File: config.mk
export PLATFORM = sky130hd
export DESIGN_NAME = tpwm_top
export DESIGN_NICKNAME = d
export VERILOG_FILES = /design/src/include/tpwm_pkg.sv /design/src/hw/tpwm_counter.sv /design/src/hw/tpwm_deadtime.sv /design/src/hw/tpwm_top.sv
export SDC_FILE = /design/constraint.sdc
export NUM_CORES = 1
export LEC_CHECK = 0
export BUFFER_PORTS_ARGS = -buffer_cell sky130_fd_sc_hd__buf_4
export CAP_MARGIN = 20
export CORE_ASPECT_RATIO = 1.2
export CORE_MARGIN = 4
export CORE_UTILIZATION = 45
export DETAILED_ROUTE_END_ITERATION = 8
export PLACE_DENSITY = 0.65
export SLEW_MARGIN = 10
export SYNTH_ARGS = -nofsm -noshare
export SYNTH_HDL_FRONTEND = slang
export SYNTH_HIERARCHICAL = 1
export SYNTH_SLANG_ARGS = --single-unit
File: constraint.sdc
create_clock -name sys_clk -period 2.55 [get_ports sys_clk]
set_input_delay 0.255 -clock sys_clk [delete_from_list [all_inputs] [get_ports sys_clk]]
set_output_delay 0.255 -clock sys_clk [all_outputs]
set_load 0.005 [all_outputs]
File: src/include/tpwm_pkg.sv
package tpwm_pkg;
  // register byte offsets
  localparam logic [7:0] OFS_COMPARE = 8'h54;
  localparam logic [7:0] OFS_DEADTIME = 8'h58;
  localparam logic [7:0] OFS_COUNTER = 8'h5C;
  localparam logic [7:0] OFS_PERIOD = 8'h40;
  localparam logic [7:0] OFS_PRESCALE = 8'h44;
  localparam logic [7:0] OFS_MODE = 8'h48;
  localparam logic [7:0] OFS_LOCK = 8'h4C;
  localparam logic [7:0] OFS_INT_STATUS = 8'h60;
  localparam logic [7:0] OFS_INT_MASK = 8'h64;
  // field positions
  localparam int DT_CLKSEL_BIT = 24;
  localparam int DT_ENABLE_BIT = 16;
  localparam int DT_LEN_MSB = 11;
  localparam int DIR_FLAG_BIT = 16;
  localparam int MODE_CMPL_BIT = 2;
  localparam int INT_ZERO_BIT = 0;
  localparam int INT_PERIOD_BIT = 1;
  localparam int INT_CMP_UP_BIT = 2;
  localparam int INT_CMP_DN_BIT = 3;
  localparam int INT_WIDTH = 4;
  // reset values
  localparam logic [15:0] COMPARE_RST = 16'h0000;
  localparam logic [31:0] DEADTIME_RST = 32'h0000_0000;
  localparam logic [15:0] PERIOD_RST = 16'h0000;
  localparam logic [11:0] PRESCALE_RST = 12'h000;
  localparam logic [2:0] MODE_RST = 3'h0;
  localparam logic [3:0] INT_MASK_RST = 4'h0;
  // unlock key sequence written to the lock register
  localparam logic [7:0] UNLOCK_KEY1 = 8'h59;
  localparam logic [7:0] UNLOCK_KEY2 = 8'h16;
  localparam logic [7:0] UNLOCK_KEY3 = 8'h88;
  // count types
  typedef enum logic [1:0] {
    TPWM_CNT_UP = 2'b00,
    TPWM_CNT_DOWN = 2'b01,
    TPWM_CNT_UPDOWN = 2'b10
  } tpwm_count_type;
endpackage

File: src/hw/tpwm_counter.sv
`timescale 1ns/1ps
module tpwm_counter #(
  parameter int CNT_W = 16,
  parameter int PSC_W = 12
) (
  input wire logic sys_clk,
  input wire logic nrst,
  input wire logic [CNT_W-1:0] period,
  input wire logic [PSC_W-1:0] prescale_divider,
  input wire logic [1:0] count_type,
  output logic [CNT_W-1:0] live_count_value,
  output logic count_direction_flag,
  output logic tick
);
  initial
  begin
    if (CNT_W < 2 || PSC_W < 1)
    begin
      $error("tpwm_counter: widths too small");
    end
  end
  typedef struct packed {
    logic [PSC_W-1:0] psc;
    logic [CNT_W-1:0] cnt;
    logic up;
    logic tick;
  } tpwm_cnt_state_type;
  tpwm_cnt_state_type s_r;
  tpwm_cnt_state_type s_nxt;
  // prescaled tick and three count types
  always_comb
  begin
    s_nxt = s_r;
    s_nxt.tick = 1'b0;
    if (s_r.psc >= prescale_divider)
    begin
      s_nxt.psc = '0;
      s_nxt.tick = 1'b1;
      case (count_type)
        2'b00:
        begin
          s_nxt.up = 1'b1;
          s_nxt.cnt = (s_r.cnt >= period) ? '0 : s_r.cnt + 1'b1;
        end
        2'b01:
        begin
          s_nxt.up = 1'b0;
          s_nxt.cnt = (s_r.cnt == '0 || s_r.cnt > period) ? period : s_r.cnt - 1'b1;
        end
        2'b10:
        begin
          if (s_r.up)
          begin
            if (s_r.cnt >= period)
            begin
              s_nxt.up = 1'b0;
              s_nxt.cnt = (period == '0) ? '0 : period - 1'b1;
            end
            else
            begin
              s_nxt.cnt = s_r.cnt + 1'b1;
            end
          end
          else if (s_r.cnt == '0)
          begin
            s_nxt.up = 1'b1;
            s_nxt.cnt = (period == '0) ? '0 : CNT_W'(1);
          end
          else
          begin
            s_nxt.cnt = s_r.cnt - 1'b1;
          end
        end
        default:
        begin
          s_nxt.up = 1'b1;
          s_nxt.cnt = '0;
        end
      endcase
    end
    else
    begin
      s_nxt.psc = s_r.psc + 1'b1;
    end
  end
  // state register
  always_ff @(posedge sys_clk or negedge nrst)
  begin
    if (!nrst)
    begin
      s_r <= '{psc: '0, cnt: '0, up: 1'b1, tick: 1'b0};
    end
    else
    begin
      s_r <= s_nxt;
    end
  end
  assign live_count_value = s_r.cnt;
  assign count_direction_flag = s_r.up;
  assign tick = s_r.tick;
endmodule

File: src/hw/tpwm_deadtime.sv
`timescale 1ns/1ps
module tpwm_deadtime #(
  parameter int LEN_W = 12
) (
  input wire logic sys_clk,
  input wire logic nrst,
  input wire logic raw_wave,
  input wire logic complementary,
  input wire logic insert_enable,
  input wire logic clock_select,
  input wire logic prescale_tick,
  input wire logic [LEN_W-1:0] deadtime_length,
  output logic out_a,
  output logic out_b
);
  initial
  begin
    if (LEN_W < 1)
    begin
      $error("tpwm_deadtime: width too small");
    end
  end
  typedef struct packed {
    logic prev;
    logic busy;
    logic [LEN_W:0] left;
    logic a;
    logic b;
  } tpwm_dt_state_type;
  tpwm_dt_state_type s_r;
  tpwm_dt_state_type s_nxt;
  logic step;
  // dead-time step: plain clock or prescaled tick
  assign step = clock_select ? prescale_tick : 1'b1;
  // complementary pair with rising edges delayed
  always_comb
  begin
    s_nxt = s_r;
    s_nxt.prev = raw_wave;
    if (!complementary)
    begin
      s_nxt.busy = 1'b0;
      s_nxt.a = raw_wave;
      s_nxt.b = 1'b0;
    end
    else if (!insert_enable)
    begin
      s_nxt.busy = 1'b0;
      s_nxt.a = raw_wave;
      s_nxt.b = ~raw_wave;
    end
    else if (raw_wave != s_r.prev)
    begin
      s_nxt.a = 1'b0;
      s_nxt.b = 1'b0;
      s_nxt.busy = 1'b1;
      s_nxt.left = {1'b0, deadtime_length} + 1'b1;
    end
    else if (s_r.busy)
    begin
      if (step)
      begin
        if (s_r.left <= (LEN_W+1)'(1))
        begin
          s_nxt.busy = 1'b0;
          s_nxt.a = raw_wave;
          s_nxt.b = ~raw_wave;
        end
        else
        begin
          s_nxt.left = s_r.left - 1'b1;
        end
      end
    end
    else
    begin
      s_nxt.a = raw_wave;
      s_nxt.b = ~raw_wave;
    end
  end
  // state register
  always_ff @(posedge sys_clk or negedge nrst)
  begin
    if (!nrst)
    begin
      s_r <= '0;
    end
    else
    begin
      s_r <= s_nxt;
    end
  end
  assign out_a = s_r.a;
  assign out_b = s_r.b;
endmodule

File: src/hw/tpwm_top.sv
// Behaviour
// - compare value against counter shapes wave, events
// - clock select picks plain or prescaled dead-time
// - enable bit turns dead-time on for pair
// - dead-time only in complementary mode
// - complementary mode without dead-time: outputs are exact complements
// - select 0: length plus one source clocks
// - select 1: times prescale divider plus one
// - dead-time fields writable only when unlocked
// - direction flag reads 1 counting up
// - live count readable in low sixteen bits
// - up, down and up-down count types
// - counter clock is source over prescale plus one
`timescale 1ns/1ps
module tpwm_top #(
  parameter int CNT_W = 16,
  parameter int PSC_W = 12,
  parameter int LEN_W = 12
) (
  input wire logic sys_clk,
  input wire logic nrst,
  input wire logic wb_cyc_i,
  input wire logic wb_stb_i,
  input wire logic wb_we_i,
  input wire logic [7:0] wb_adr_i,
  input wire logic [3:0] wb_sel_i,
  input wire logic [31:0] wb_dat_i,
  output logic [31:0] wb_dat_o,
  output logic wb_ack_o,
  output logic pwm_output_a,
  output logic pwm_output_b,
  output logic adc_trigger,
  output logic irq
);
  initial
  begin
    if (CNT_W != 16 || PSC_W > 16 || LEN_W != 12)
    begin
      $error("tpwm_top: unsupported widths");
    end
  end

  typedef struct packed {
    logic [15:0] compare_value;
    logic deadtime_clock_select;
    logic deadtime_insert_enable;
    logic [11:0] deadtime_length;
    logic [15:0] period;
    logic [PSC_W-1:0] prescale_divider;
    logic [2:0] mode;
    logic [1:0] lock_step;
    logic unlocked;
    logic [tpwm_pkg::INT_WIDTH-1:0] int_status;
    logic [tpwm_pkg::INT_WIDTH-1:0] int_mask;
    logic [31:0] rdata;
    logic ack;
    logic wave;
    logic adc;
    logic irq;
    logic out_a;
    logic out_b;
  } tpwm_top_state_type;

  tpwm_top_state_type s_r;
  tpwm_top_state_type s_nxt;
  logic [15:0] live_count_value;
  logic count_direction_flag;
  logic cnt_tick;
  logic dt_a;
  logic dt_b;
  logic bus_req;
  logic wr_en;
  logic rd_en;
  logic [tpwm_pkg::INT_WIDTH-1:0] events;

  // register map, byte offsets on the local bus:
  //   compare value      16 bits, byte lanes honoured
  //   dead-time control  clock select, enable, length; writable only when unlocked
  //   counter readback   direction flag over live count, read only
  //   period             16 bits, top of the count range
  //   prescale           divider for the counter tick
  //   mode               count type in the low two bits, complementary pair above
  //   lock               three keys in a row unlock, any other byte relocks
  //   event status       sticky, cleared by a read, a new event wins
  //   event mask         lane 0 only, same layout as the status
  // unmapped offsets read as zero and ignore writes
  //
  // timing, seen from the bus:
  //   a request is taken on the edge where cyc and stb are high and ack is low
  //   ack and read data stand for exactly the following cycle
  //   the cycle in which ack stands takes no request, so a held strobe is not taken twice
  //
  // the pair outputs lag the internal wave by two registers; the dead-time
  // stage works on the wave as it leaves the register file

  // byte-lane merge of a write into an old word
  function automatic logic [31:0] lane_merge(input logic [31:0] old, input logic [31:0] wd, input logic [3:0] sel);
    logic [31:0] r;
    r = old;
    for (int i = 0; i < 4; i++)
    begin
      if (sel[i])
      begin
        r[i*8 +: 8] = wd[i*8 +: 8];
      end
    end
    return r;
  endfunction

  tpwm_counter #(
    .CNT_W(CNT_W),
    .PSC_W(PSC_W)
  ) u_counter (
    .sys_clk(sys_clk),
    .nrst(nrst),
    .period(s_r.period),
    .prescale_divider(s_r.prescale_divider),
    .count_type(s_r.mode[1:0]),
    .live_count_value(live_count_value),
    .count_direction_flag(count_direction_flag),
    .tick(cnt_tick)
  );

  tpwm_deadtime #(
    .LEN_W(LEN_W)
  ) u_deadtime (
    .sys_clk(sys_clk),
    .nrst(nrst),
    .raw_wave(s_r.wave),
    .complementary(s_r.mode[tpwm_pkg::MODE_CMPL_BIT]),
    .insert_enable(s_r.deadtime_insert_enable),
    .clock_select(s_r.deadtime_clock_select),
    .prescale_tick(cnt_tick),
    .deadtime_length(s_r.deadtime_length),
    .out_a(dt_a),
    .out_b(dt_b)
  );

  // single-cycle classic handshake, ack drops after one cycle
  // the ack register itself blocks the request in its own cycle, which keeps
  // a master that releases only after seeing ack from writing a register twice
  assign bus_req = wb_cyc_i && wb_stb_i && !s_r.ack;
  assign wr_en = bus_req && wb_we_i;
  assign rd_en = bus_req && !wb_we_i;

  // counter events sampled on each counter tick
  // a zero period parks the counter on one value; it then raises no events,
  // so the trigger and the status bits do not stick high out of reset
  always_comb
  begin
    logic run;
    run = cnt_tick && (s_r.period != 16'h0000);
    events = '0;
    // counter at the bottom of its range
    events[tpwm_pkg::INT_ZERO_BIT] = run && (live_count_value == 16'h0000);
    // counter at the top of its range
    events[tpwm_pkg::INT_PERIOD_BIT] = run && (live_count_value == s_r.period);
    // compare match, split by counting direction
    events[tpwm_pkg::INT_CMP_UP_BIT] = run && (live_count_value == s_r.compare_value) && count_direction_flag;
    events[tpwm_pkg::INT_CMP_DN_BIT] = run && (live_count_value == s_r.compare_value) && !count_direction_flag;
  end

  // register file, lock, waveform, events
  always_comb
  begin
    logic [31:0] w;
    w = 32'h0000_0000;
    s_nxt = s_r;
    s_nxt.ack = bus_req;
    s_nxt.rdata = 32'h0000_0000;
    // waveform high while count below compare
    s_nxt.wave = (live_count_value < s_r.compare_value);
    s_nxt.adc = events[tpwm_pkg::INT_CMP_UP_BIT] | events[tpwm_pkg::INT_CMP_DN_BIT];
    // writes
    if (wr_en)
    begin
      case (wb_adr_i)
        tpwm_pkg::OFS_COMPARE:
        begin
          w = lane_merge({16'h0000, s_r.compare_value}, wb_dat_i, wb_sel_i);
          s_nxt.compare_value = w[15:0];
        end
        tpwm_pkg::OFS_DEADTIME:
        begin
          if (s_r.unlocked)
          begin
            w = lane_merge({7'h00, s_r.deadtime_clock_select, 7'h00, s_r.deadtime_insert_enable,
                            4'h0, s_r.deadtime_length}, wb_dat_i, wb_sel_i);
            s_nxt.deadtime_clock_select = w[tpwm_pkg::DT_CLKSEL_BIT];
            s_nxt.deadtime_insert_enable = w[tpwm_pkg::DT_ENABLE_BIT];
            s_nxt.deadtime_length = w[tpwm_pkg::DT_LEN_MSB:0];
          end
        end
        tpwm_pkg::OFS_PERIOD:
        begin
          w = lane_merge({16'h0000, s_r.period}, wb_dat_i, wb_sel_i);
          s_nxt.period = w[15:0];
        end
        tpwm_pkg::OFS_PRESCALE:
        begin
          w = lane_merge({{(32-PSC_W){1'b0}}, s_r.prescale_divider}, wb_dat_i, wb_sel_i);
          s_nxt.prescale_divider = w[PSC_W-1:0];
        end
        tpwm_pkg::OFS_MODE:
        begin
          w = lane_merge({29'h0000_0000, s_r.mode}, wb_dat_i, wb_sel_i);
          s_nxt.mode = w[2:0];
        end
        tpwm_pkg::OFS_LOCK:
        begin
          // three-key unlock; any other byte relocks
          if (wb_sel_i[0])
          begin
            if (s_r.lock_step == 2'h0 && wb_dat_i[7:0] == tpwm_pkg::UNLOCK_KEY1)
            begin
              s_nxt.lock_step = 2'h1;
            end
            else if (s_r.lock_step == 2'h1 && wb_dat_i[7:0] == tpwm_pkg::UNLOCK_KEY2)
            begin
              s_nxt.lock_step = 2'h2;
            end
            else if (s_r.lock_step == 2'h2 && wb_dat_i[7:0] == tpwm_pkg::UNLOCK_KEY3)
            begin
              s_nxt.lock_step = 2'h0;
              s_nxt.unlocked = 1'b1;
            end
            else
            begin
              s_nxt.lock_step = 2'h0;
              s_nxt.unlocked = 1'b0;
            end
          end
        end
        tpwm_pkg::OFS_INT_MASK:
        begin
          if (wb_sel_i[0])
          begin
            s_nxt.int_mask = wb_dat_i[tpwm_pkg::INT_WIDTH-1:0];
          end
        end
        default:
        begin
          w = 32'h0000_0000;
        end
      endcase
    end
    // reads
    // read data is zero outside an answer, so the bus can be or-ed with others
    if (rd_en)
    begin
      case (wb_adr_i)
        tpwm_pkg::OFS_COMPARE: s_nxt.rdata = {16'h0000, s_r.compare_value};
        tpwm_pkg::OFS_DEADTIME: s_nxt.rdata = {7'h00, s_r.deadtime_clock_select, 7'h00,
                                               s_r.deadtime_insert_enable, 4'h0, s_r.deadtime_length};
        tpwm_pkg::OFS_COUNTER: s_nxt.rdata = {15'h0000, count_direction_flag, live_count_value};
        tpwm_pkg::OFS_PERIOD: s_nxt.rdata = {16'h0000, s_r.period};
        tpwm_pkg::OFS_PRESCALE: s_nxt.rdata = {{(32-PSC_W){1'b0}}, s_r.prescale_divider};
        tpwm_pkg::OFS_MODE: s_nxt.rdata = {29'h0000_0000, s_r.mode};
        tpwm_pkg::OFS_LOCK: s_nxt.rdata = {31'h0000_0000, s_r.unlocked};
        tpwm_pkg::OFS_INT_STATUS: s_nxt.rdata = {28'h000_0000, s_r.int_status};
        tpwm_pkg::OFS_INT_MASK: s_nxt.rdata = {28'h000_0000, s_r.int_mask};
        default: s_nxt.rdata = 32'h0000_0000;
      endcase
    end
    // read clears status; a new event in the same cycle wins
    if (rd_en && wb_adr_i == tpwm_pkg::OFS_INT_STATUS)
    begin
      s_nxt.int_status = events;
    end
    else
    begin
      s_nxt.int_status = s_r.int_status | events;
    end
    // level interrupt follows the next status and mask, so it lands with them
    s_nxt.irq = |(s_nxt.int_status & s_nxt.int_mask);
    // pair outputs registered once more so every top output leaves a flip-flop
    s_nxt.out_a = dt_a;
    s_nxt.out_b = dt_b;
  end

  // state register
  // reset leaves the lock closed, the counter parked and every output low
  always_ff @(posedge sys_clk or negedge nrst)
  begin
    if (!nrst)
    begin
      s_r <= '0;
      s_r.compare_value <= tpwm_pkg::COMPARE_RST;
      s_r.period <= tpwm_pkg::PERIOD_RST;
      s_r.prescale_divider <= PSC_W'(tpwm_pkg::PRESCALE_RST);
      s_r.mode <= tpwm_pkg::MODE_RST;
      s_r.int_mask <= tpwm_pkg::INT_MASK_RST;
    end
    else
    begin
      s_r <= s_nxt;
    end
  end

  // outputs straight from the state register
  assign wb_dat_o = s_r.rdata;
  assign wb_ack_o = s_r.ack;
  assign pwm_output_a = s_r.out_a;
  assign pwm_output_b = s_r.out_b;
  assign adc_trigger = s_r.adc;
  assign irq = s_r.irq;
endmodule

==> impl_metrics.yaml, run 1 <==
min_path:
  hold_depth: 3
  hold-path-endpoint: "wb_ack_o$_DFF_PN0_"
  min_path_type: "in2reg"
  hold_path.startpoint: "wb_stb_i"
clock_network:
  insertion_delay_ns: 0.43
  clock_path_buffers: 2
  clkTransAtPathRegs_ns: 0.07
  cts.sinks: 143
  cts_tree: "yes"
  htree_levels: 4
  cts_buffers: 17
  cts_root_buffer: "clkbuf_16"
synthesis:
  yosysWarnings: 6
  synth_top_cell_by_area: "dfrtp_1"
  ys_top_cells_by_area: "dfrtp_1, mux2_2, ha_1, xnor2_1, buf_4"
  synth_edf_count: 0
  ys_seq_elements: 143
  synth_top_area_share_pct: 35.1
  postSynthCellCount: 1082
  synth_area_mm2: 0.0101
  synth_compound_area_share_pct: 16.1
  yosys.area_share.simple_pct: 19.4
  synth_xor_area_share_pct: 6.42
  synth.distinct_cells: 91
  ys_seq_area_share_pct: 35.4
  synth_top_family_by_area: "simple AND/OR/NAND/NOR gates"
  postSynthAreaPerCell_um2: 9.35
  synth_most_common_cell: "dfrtp_1"
  muxShareOfSynthArea_pct: 8.21
  synth_async_sr_flop_share_pct: 100
  synthAdderAreaFrac_pct: 6.55
  synth_common_cells: "dfrtp_1, nor2_1, nand2_1"
  ys.flop_type: "dfrtp_1"
worst_setup_path:
  crit_slowest_cell: "or4_4"
  reg2regPathDepth: 11
  cp.required_ns: 2.82
  cp_cell_sequence: "inv_2 -> ha_1 -> nand4_1 -> or2_4 -> a211oi_2 -> or4_4 -> nor2_2 -> buf_6 -> nor3_1 -> nor4_1 -> o221ai_1"
  r2r_start: "s_r[79]$_DFFE_PN0P_"
  critPathArrivalTime_ns: 2.99
  cp-end-kind: "flip-flop"
  path_max_fanout: 8
  rr_endpoint: "u_counter/live_count_value[11]$_DFFE_PN0N_"
  path_class: "reg2reg"
  cp-start-kind: "flip-flop"
  rrSetupSlack_ns: -0.18
  cp_slowest_stage_delay_ns: 0.59
global_routing:
  grt_max_degree: 58
  overflow: 0
  grt_usage_pct: 25.5
  grt_pass1_vias: 8979
  antenna_found_initial: 0
  grt_pass1_wl_um: 49300
placement:
  hpwlAfterDp_um: 23300
  dp_slack_ns: -0.271
  dp_cells: 1437
  gp_congestion: 0.958
  io_buffers: 57
power_and_ir_drop:
  p_leak_nw: 5.57
  ir_worst_vdd_uv: 521
  power_density_mw_per_mm2: 663
sta:
  finalCritPeriodShare_pct: 107
  rsz0062_at_grt: "yes"
  fmax_mhz: 367
  slew_violations: 0
  slew_headroom_pct: 61.1
  setup_viol: 16
  worst_slack_ns: -0.178
  min_period_ns: 2.73
  hold_viol_final: 0
  tightest_slew_ns: 0.584
  clock_skew_ns: 0.0113
detailed_routing:
  remaining_drc_errors: 0
  finalWirelength_um: 31200
  routed_via_density: 6.07
  first_pass_iters: 6
  ant_nets: 0
  wl_per_cell_um: 21.1
  drtIter0Drc: 786
  detailroute.via_count: 8983
run_status:
  failed_checks: "setup timing"
  status: "finished with violations"
floorplanning:
  top_level_ports: 86
  coreArea_mm2: 0.0219
  die_w_um: 145
  start_util_pct: 46.2
  die_area_mm2: 0.0250
  die_h_um: 172
  row_count: 59
finish:
  syn_to_final_growth_pct: 20.4
  drive_gt1_share_pct: 28.8
  final_cells: 1480
  num-nets-final: 1294
  fillers: 1931
run:
  maxCapViolations: 0
## flip-flops by register name, indices dropped and copies added (netlist names)
register                        flops
pwm_output_b                        1
u_counter/count_direction_flag      1
wb_dat_o                           18
adc_trigger                         1
u_counter/tick                      1
s_r                                73
pwm_output_a                        1
wb_ack_o                            1
u_deadtime/s_r                     15
u_deadtime/out_b                    1
irq                                 1
u_counter/s_r                      12
u_deadtime/out_a                    1
u_counter/live_count_value         16
## per-stage QoR
stage          util, %  cell area (µm²)  setup TNS, ns  total power, mW  hold slack, ns
3_5_place_dp      51.5            11300          -2.91             5.02           0.275
2_1_floorplan        -            10200         -0.421             4.07         -0.0406
4_1_cts           55.0            12100          -1.17             7.94          0.0439
3_3_place_gp      51.5            11300          -1.72             5.01           0.271
5_1_grt           55.5            12200          -3.04             8.42          0.0579
6_report          55.6            12200          -1.57             8.08          0.0557
## metal layers
layer  vias to the layer above  wire (µm)  part of all wire, %  track usage (%)
li1                       4137          -                    -                -
met1                      4415      12200                   39             30.5
met2                       332      15900                   51             44.3
met3                        99       1500                  4.8             3.51
met4                         0       1520                  4.9             13.3
met5                         -          0                    0                0
## cells in the final DEF, fill, tap and decap left out, types with 7 or more instances in the layout
master       n
nand4_1     24
nand2_1     71
o211ai_1     7
or3_1       10
buf_6        8
o21ai_0     23
xor2_1      23
and2_1       7
clkbuf_16   17
a31oi_1     18
a22o_1      14
nand3_1     35
xnor2_1     48
a21o_1      10
dfrtp_2      9
a222oi_1     9
ha_1        51
o22ai_1      8
conb_1      14
nor2b_1      9
inv_1       57
nor3b_1      8
nor2_1      73
and3_1       9
nor4_1      20
buf_4      159
a22oi_1     25
dfrtp_1    133
nand2b_1     8
nor3_1      23
a21oi_1     34
mux2_2      68
## logic make-up after synthesis
kind of cell	count (synthesis)
xor+xnor	72
fa+ha+maj	53
mux	74
compound gates	226
buf+inv	157
simple gates	356
flops	143
other cells	1
## worst max-delay path by stage
stage	start	endpoint	slack (ns)	depth (start not counted)
after global routing	s_r[79]$_DFFE_PN0P_	u_counter/live_count_value[11]$_DFFE_PN0N_	-0.27	11
final	s_r[79]$_DFFE_PN0P_	u_counter/live_count_value[11]$_DFFE_PN0N_	-0.18	11
after floorplan	s_r[78]$_DFFE_PN0P_	u_counter/live_count_value[14]$_DFFE_PN0N_	-0.14	12
after detailed placement	u_counter/live_count_value[13]$_DFFE_PN0N_	u_counter/live_count_value[14]$_DFFE_PN0N_	-0.27	9
after global placement	s_r[79]$_DFFE_PN0P_	u_counter/live_count_value[14]$_DFFE_PN0N_	-0.16	11
after CTS	u_counter/live_count_value[13]$_DFFE_PN0N_	u_counter/live_count_value[7]$_DFFE_PN0N_	-0.13	9
## power by group
part	internal [mW]	leakage, nW	switching, mW
clock network	1.74	0.308	0.975
registers	2.35	1.95	0.0767
logic	1.33	3.31	1.60
total	5.42	5.57	2.65
## worst max-delay path: cells and delay by family (launching register included)
kind | cells | cell delay, ns
fa+ha+maj | 1 | 0.30
flops | 1 | 0.37
simple gates | 6 | 1.45
compound gates | 2 | 0.27
buf+inv | 2 | 0.17
## timing repair
item,4_1_cts,5_1_grt
gates cloned,1,0
pin swaps,8,16
resized for setup,13,22
endpoints found under the hold margin,55,0
setup endpoints to repair,17,17
setup buffers,6,2
hold buffers,1,0
## cell type report
type                            instances  area, µm²  area share (%)
Clock inverter                         10        158            1.29
Clock buffer                           22        484            3.97
Antenna cell                            1       2.50          0.0205
Sequential cell                       143       3590            29.5
Tap cell                              274        343            2.81
Multi-Input combinational cell        796       5980            49.1
Timing Repair Buffer                  173       1390            11.4
Inverter                               61        229            1.88
No activity file was read; power rests on OpenSTA's default activity.
==> inputs of run 2 (changes only) <==
Settings changed: ABC_AREA from default to 1, CORE_UTILIZATION 45 to 47, PLACE_DENSITY 0.65 to 0.67.
==> impl_metrics.yaml, run 2 <==
floorplanning:
  die_w_um: 149
  top_level_ports: 86
  die_area_mm2: 0.0263
  die_h_um: 177
  start_util_pct: 47.9
  row_count: 61
  coreArea_mm2: 0.0233
sta:
  min_period_ns: 2.38
  rsz0062_at_grt: "no"
  tightest_slew_ns: 0.675
  hold_viol_final: 0
  tns_ns: 0
  slew_headroom_pct: 54.9
  slew_violations: 0
  finalCritPeriodShare_pct: 93.2
  clock_skew_ns: 0.00795
  setup_viol: 0
  fmax_mhz: 421
worst_setup_path:
  cp_cell_sequence: "inv_1 -> ha_1 -> nand2_1 -> inv_2 -> nand2_1 -> nand2_1 -> a21oi_4 -> nand3_4 -> buf_4 -> nand2_1 -> nand3_1 -> nand2_1 -> nand3_1 -> nand2_1 -> o21ai_1"
  cp.required_ns: 2.86
  crit_slowest_cell: "dfrtp_1"
  path_class: "reg2reg"
  critPathArrivalTime_ns: 2.68
  reg2regPathDepth: 15
  cp-start-kind: "flip-flop"
  cp_slowest_stage_delay_ns: 0.39
  cp_common_cell: "nand2_1"
  cp-end-kind: "flip-flop"
  path_max_fanout: 15
clock_network:
  insertion_delay_ns: 0.43
  clock_path_buffers: 2
  cts_buffers: 17
  cts.sinks: 143
  cts_root_buffer: "clkbuf_16"
  clkTransAtPathRegs_ns: 0.06
  htree_levels: 4
  cts_tree: "yes"
finish:
  syn_to_final_growth_pct: 10.7
  fillers: 2284
  layout_common_cells: "nand2_1, inv_1, nor2_1, dfrtp_1, nand3_1"
  mostFrequentLayoutCell: "nand2_1"
  largest_register: "s_r"
  seq_area_mm2: 0.00358
  multi_input_area_mm2: 0.00619
  drive_gt1_share_pct: 13.6
  num-nets-final: 1769
  final_cells: 1995
  largest_reg_flops: 73
  insertedDiodeCount: 0
global_routing:
  antenna_found_initial: 0
  grt_pass1_wl_um: 50900
  overflow: 0
  grt_pass1_vias: 9888
  grt_usage_pct: 24.5
  grt_max_degree: 61
synthesis:
  ys_seq_elements: 143
  postSynthAreaPerCell_um2: 6.92
  synth_top_cell_by_area: "dfrtp_1"
  ys.flop_type: "dfrtp_1"
  postSynthCellCount: 1610
  synth_edf_count: 0
  synth_async_sr_flop_share_pct: 100
  yosysWarnings: 6
  synth_most_common_cell: "nand2_1"
  ys_seq_area_share_pct: 32.1
  synth_common_cells: "nand2_1, inv_1, nor2_1"
  ys_top_cells_by_area: "dfrtp_1, nand2_1, inv_1, ha_1, nand3_1"
  synth_area_mm2: 0.0111
  synth.distinct_cells: 49
  synth_top_area_share_pct: 31.9
detailed_routing:
  routed_via_density: 5.21
  remaining_drc_errors: 0
  wl_per_cell_um: 16.0
  finalWirelength_um: 31900
  first_pass_iters: 5
  ant_nets: 0
  detailroute.via_count: 10400
  drtIter0Drc: 677
power_and_ir_drop:
  p_leak_nw: 6.30
  switchingPower_mw: 1.37
  p_sw_share_pct: 26.4
  p_int_mw: 3.82
  combPwrFrac_pct: 9.2
  power_density_mw_per_mm2: 420
  pwr-share-clk_pct: 46.3
  ir_worst_vdd_uv: 427
  p_seq_share_pct: 44.5
min_path:
  hold_depth: 3
  min_path_type: "in2reg"
run:
  maxCapViolations: 0
placement:
  hpwlAfterDp_um: 24300
  dp_cells: 1959
  io_buffers: 57
  gp_congestion: 0.927
run_status:
  status: "complete, no violations"
## run 2: cell types whose count changed in the layout (fill, tap and decap cells not counted), moves of 18 or more
cell     before  now
nand2_1      71  470
nor2_1       73  161
a22oi_1      25    1
a21oi_1      34   56
nand3_1      35  131
mux2_2       68    0
inv_1        57  192
a31oi_1      18    0
buf_4       159  107
o21ai_0      23   79
o21ai_1       6   32
xnor2_1      48   10
## run 2: what timing repair did
item | 4_1_cts | 5_1_grt
resized for setup | 0 | 2
endpoints found under the hold margin | 57 | 0
endpoints found under the setup margin | 0 | 6
setup buffers | 0 | 3
hold buffers | 1 | 0
## run 2: logic make-up after synthesis
group / after synthesis / share of synthesized area, %
AO/OA/AOI/OAI: 200 / 9.88
XOR/XNOR: 46 / 3.68
adder cells (fa/ha/maj): 53 / 5.95
buffers and inverters: 289 / 12.8
flip-flops: 143 / 32.1
other: 1 / 0.0336
AND/OR/NAND/NOR: 878 / 35.6
## run 2: critical path: cells and delay by family, from the launching register on
family	cells	cell delay (ns)
flip-flops	1	0.39
AO/OA/AOI/OAI	2	0.34
adder cells (fa/ha/maj)	1	0.26
buffers and inverters	3	0.42
AND/OR/NAND/NOR	9	0.81
## run 2: worst paths after layout
| check | from | to | slack [ns] |
|---|---|---|---|
| min in group asynchronous | nrst | s_r[48]$_DFFE_PN0P_ | 0.36 |
| min reg2reg | u_deadtime/out_a$_DFFE_PN0P_ | pwm_output_a$_DFF_PN0_ | 0.38 |
| max | s_r[75]$_DFFE_PN0P_ | u_counter/live_count_value[7]$_DFFE_PN0N_ | 0.17 |
| min | wb_stb_i | wb_ack_o$_DFF_PN0_ | 0.1 |
| max in group asynchronous | nrst | u_counter/count_direction_flag$_DFFE_PN1N_ | 1.40 |
| max reg2reg | s_r[75]$_DFFE_PN0P_ | u_counter/live_count_value[7]$_DFFE_PN0N_ | 0.17 |
## run 2: layer usage
layer | share of wire [%] | vias up | track usage, %
li1 | - | 5209 | -
met1 | 42 | 4792 | 30.1
met2 | 51 | 327 | 43.9
met3 | 4.4 | 60 | 3.30
met4 | 2.7 | 0 | 8.47
met5 | 0 | - | 0
## run 2: through the flow
step                      area, µm²  utilization [%]  total power [mW]  setup slack [ns]  hold WS, ns
after floorplan               11200                -              2.63             0.534      -0.0406
after global placement        11700             50.4              2.82             0.223        0.278
after detailed placement      11700             50.4              2.82             0.200        0.277
after CTS                     12300             52.9              5.21             0.172       0.0899
after global routing          12300             53.0              5.37            0.0192       0.0966
final                         12300             53.0              5.19             0.175       0.0965
## run 2: layout make-up
class / instances / area share [%]
flip-flops and latches: 143 / 29.0
well taps: 315 / 3.19
clock inverters: 12 / 0.913
repair buffers: 110 / 6.85
clock buffers: 20 / 3.62
multi-input cells: 1191 / 50.2
inverters: 204 / 6.23
## run 2: power by group through the flow
| stage | clock, mW | sequential, mW | combinational (mW) |
|---|---|---|---|
| 6_report | 2.40 | 2.31 | 0.478 |
| 5_1_grt | 2.54 | 2.31 | 0.525 |
| 4_1_cts | 2.43 | 2.31 | 0.473 |
| 3_5_place_dp | 0 | 2.35 | 0.470 |
| 3_3_place_gp | 0 | 2.35 | 0.468 |
| 2_1_floorplan | 0 | 2.35 | 0.278 |
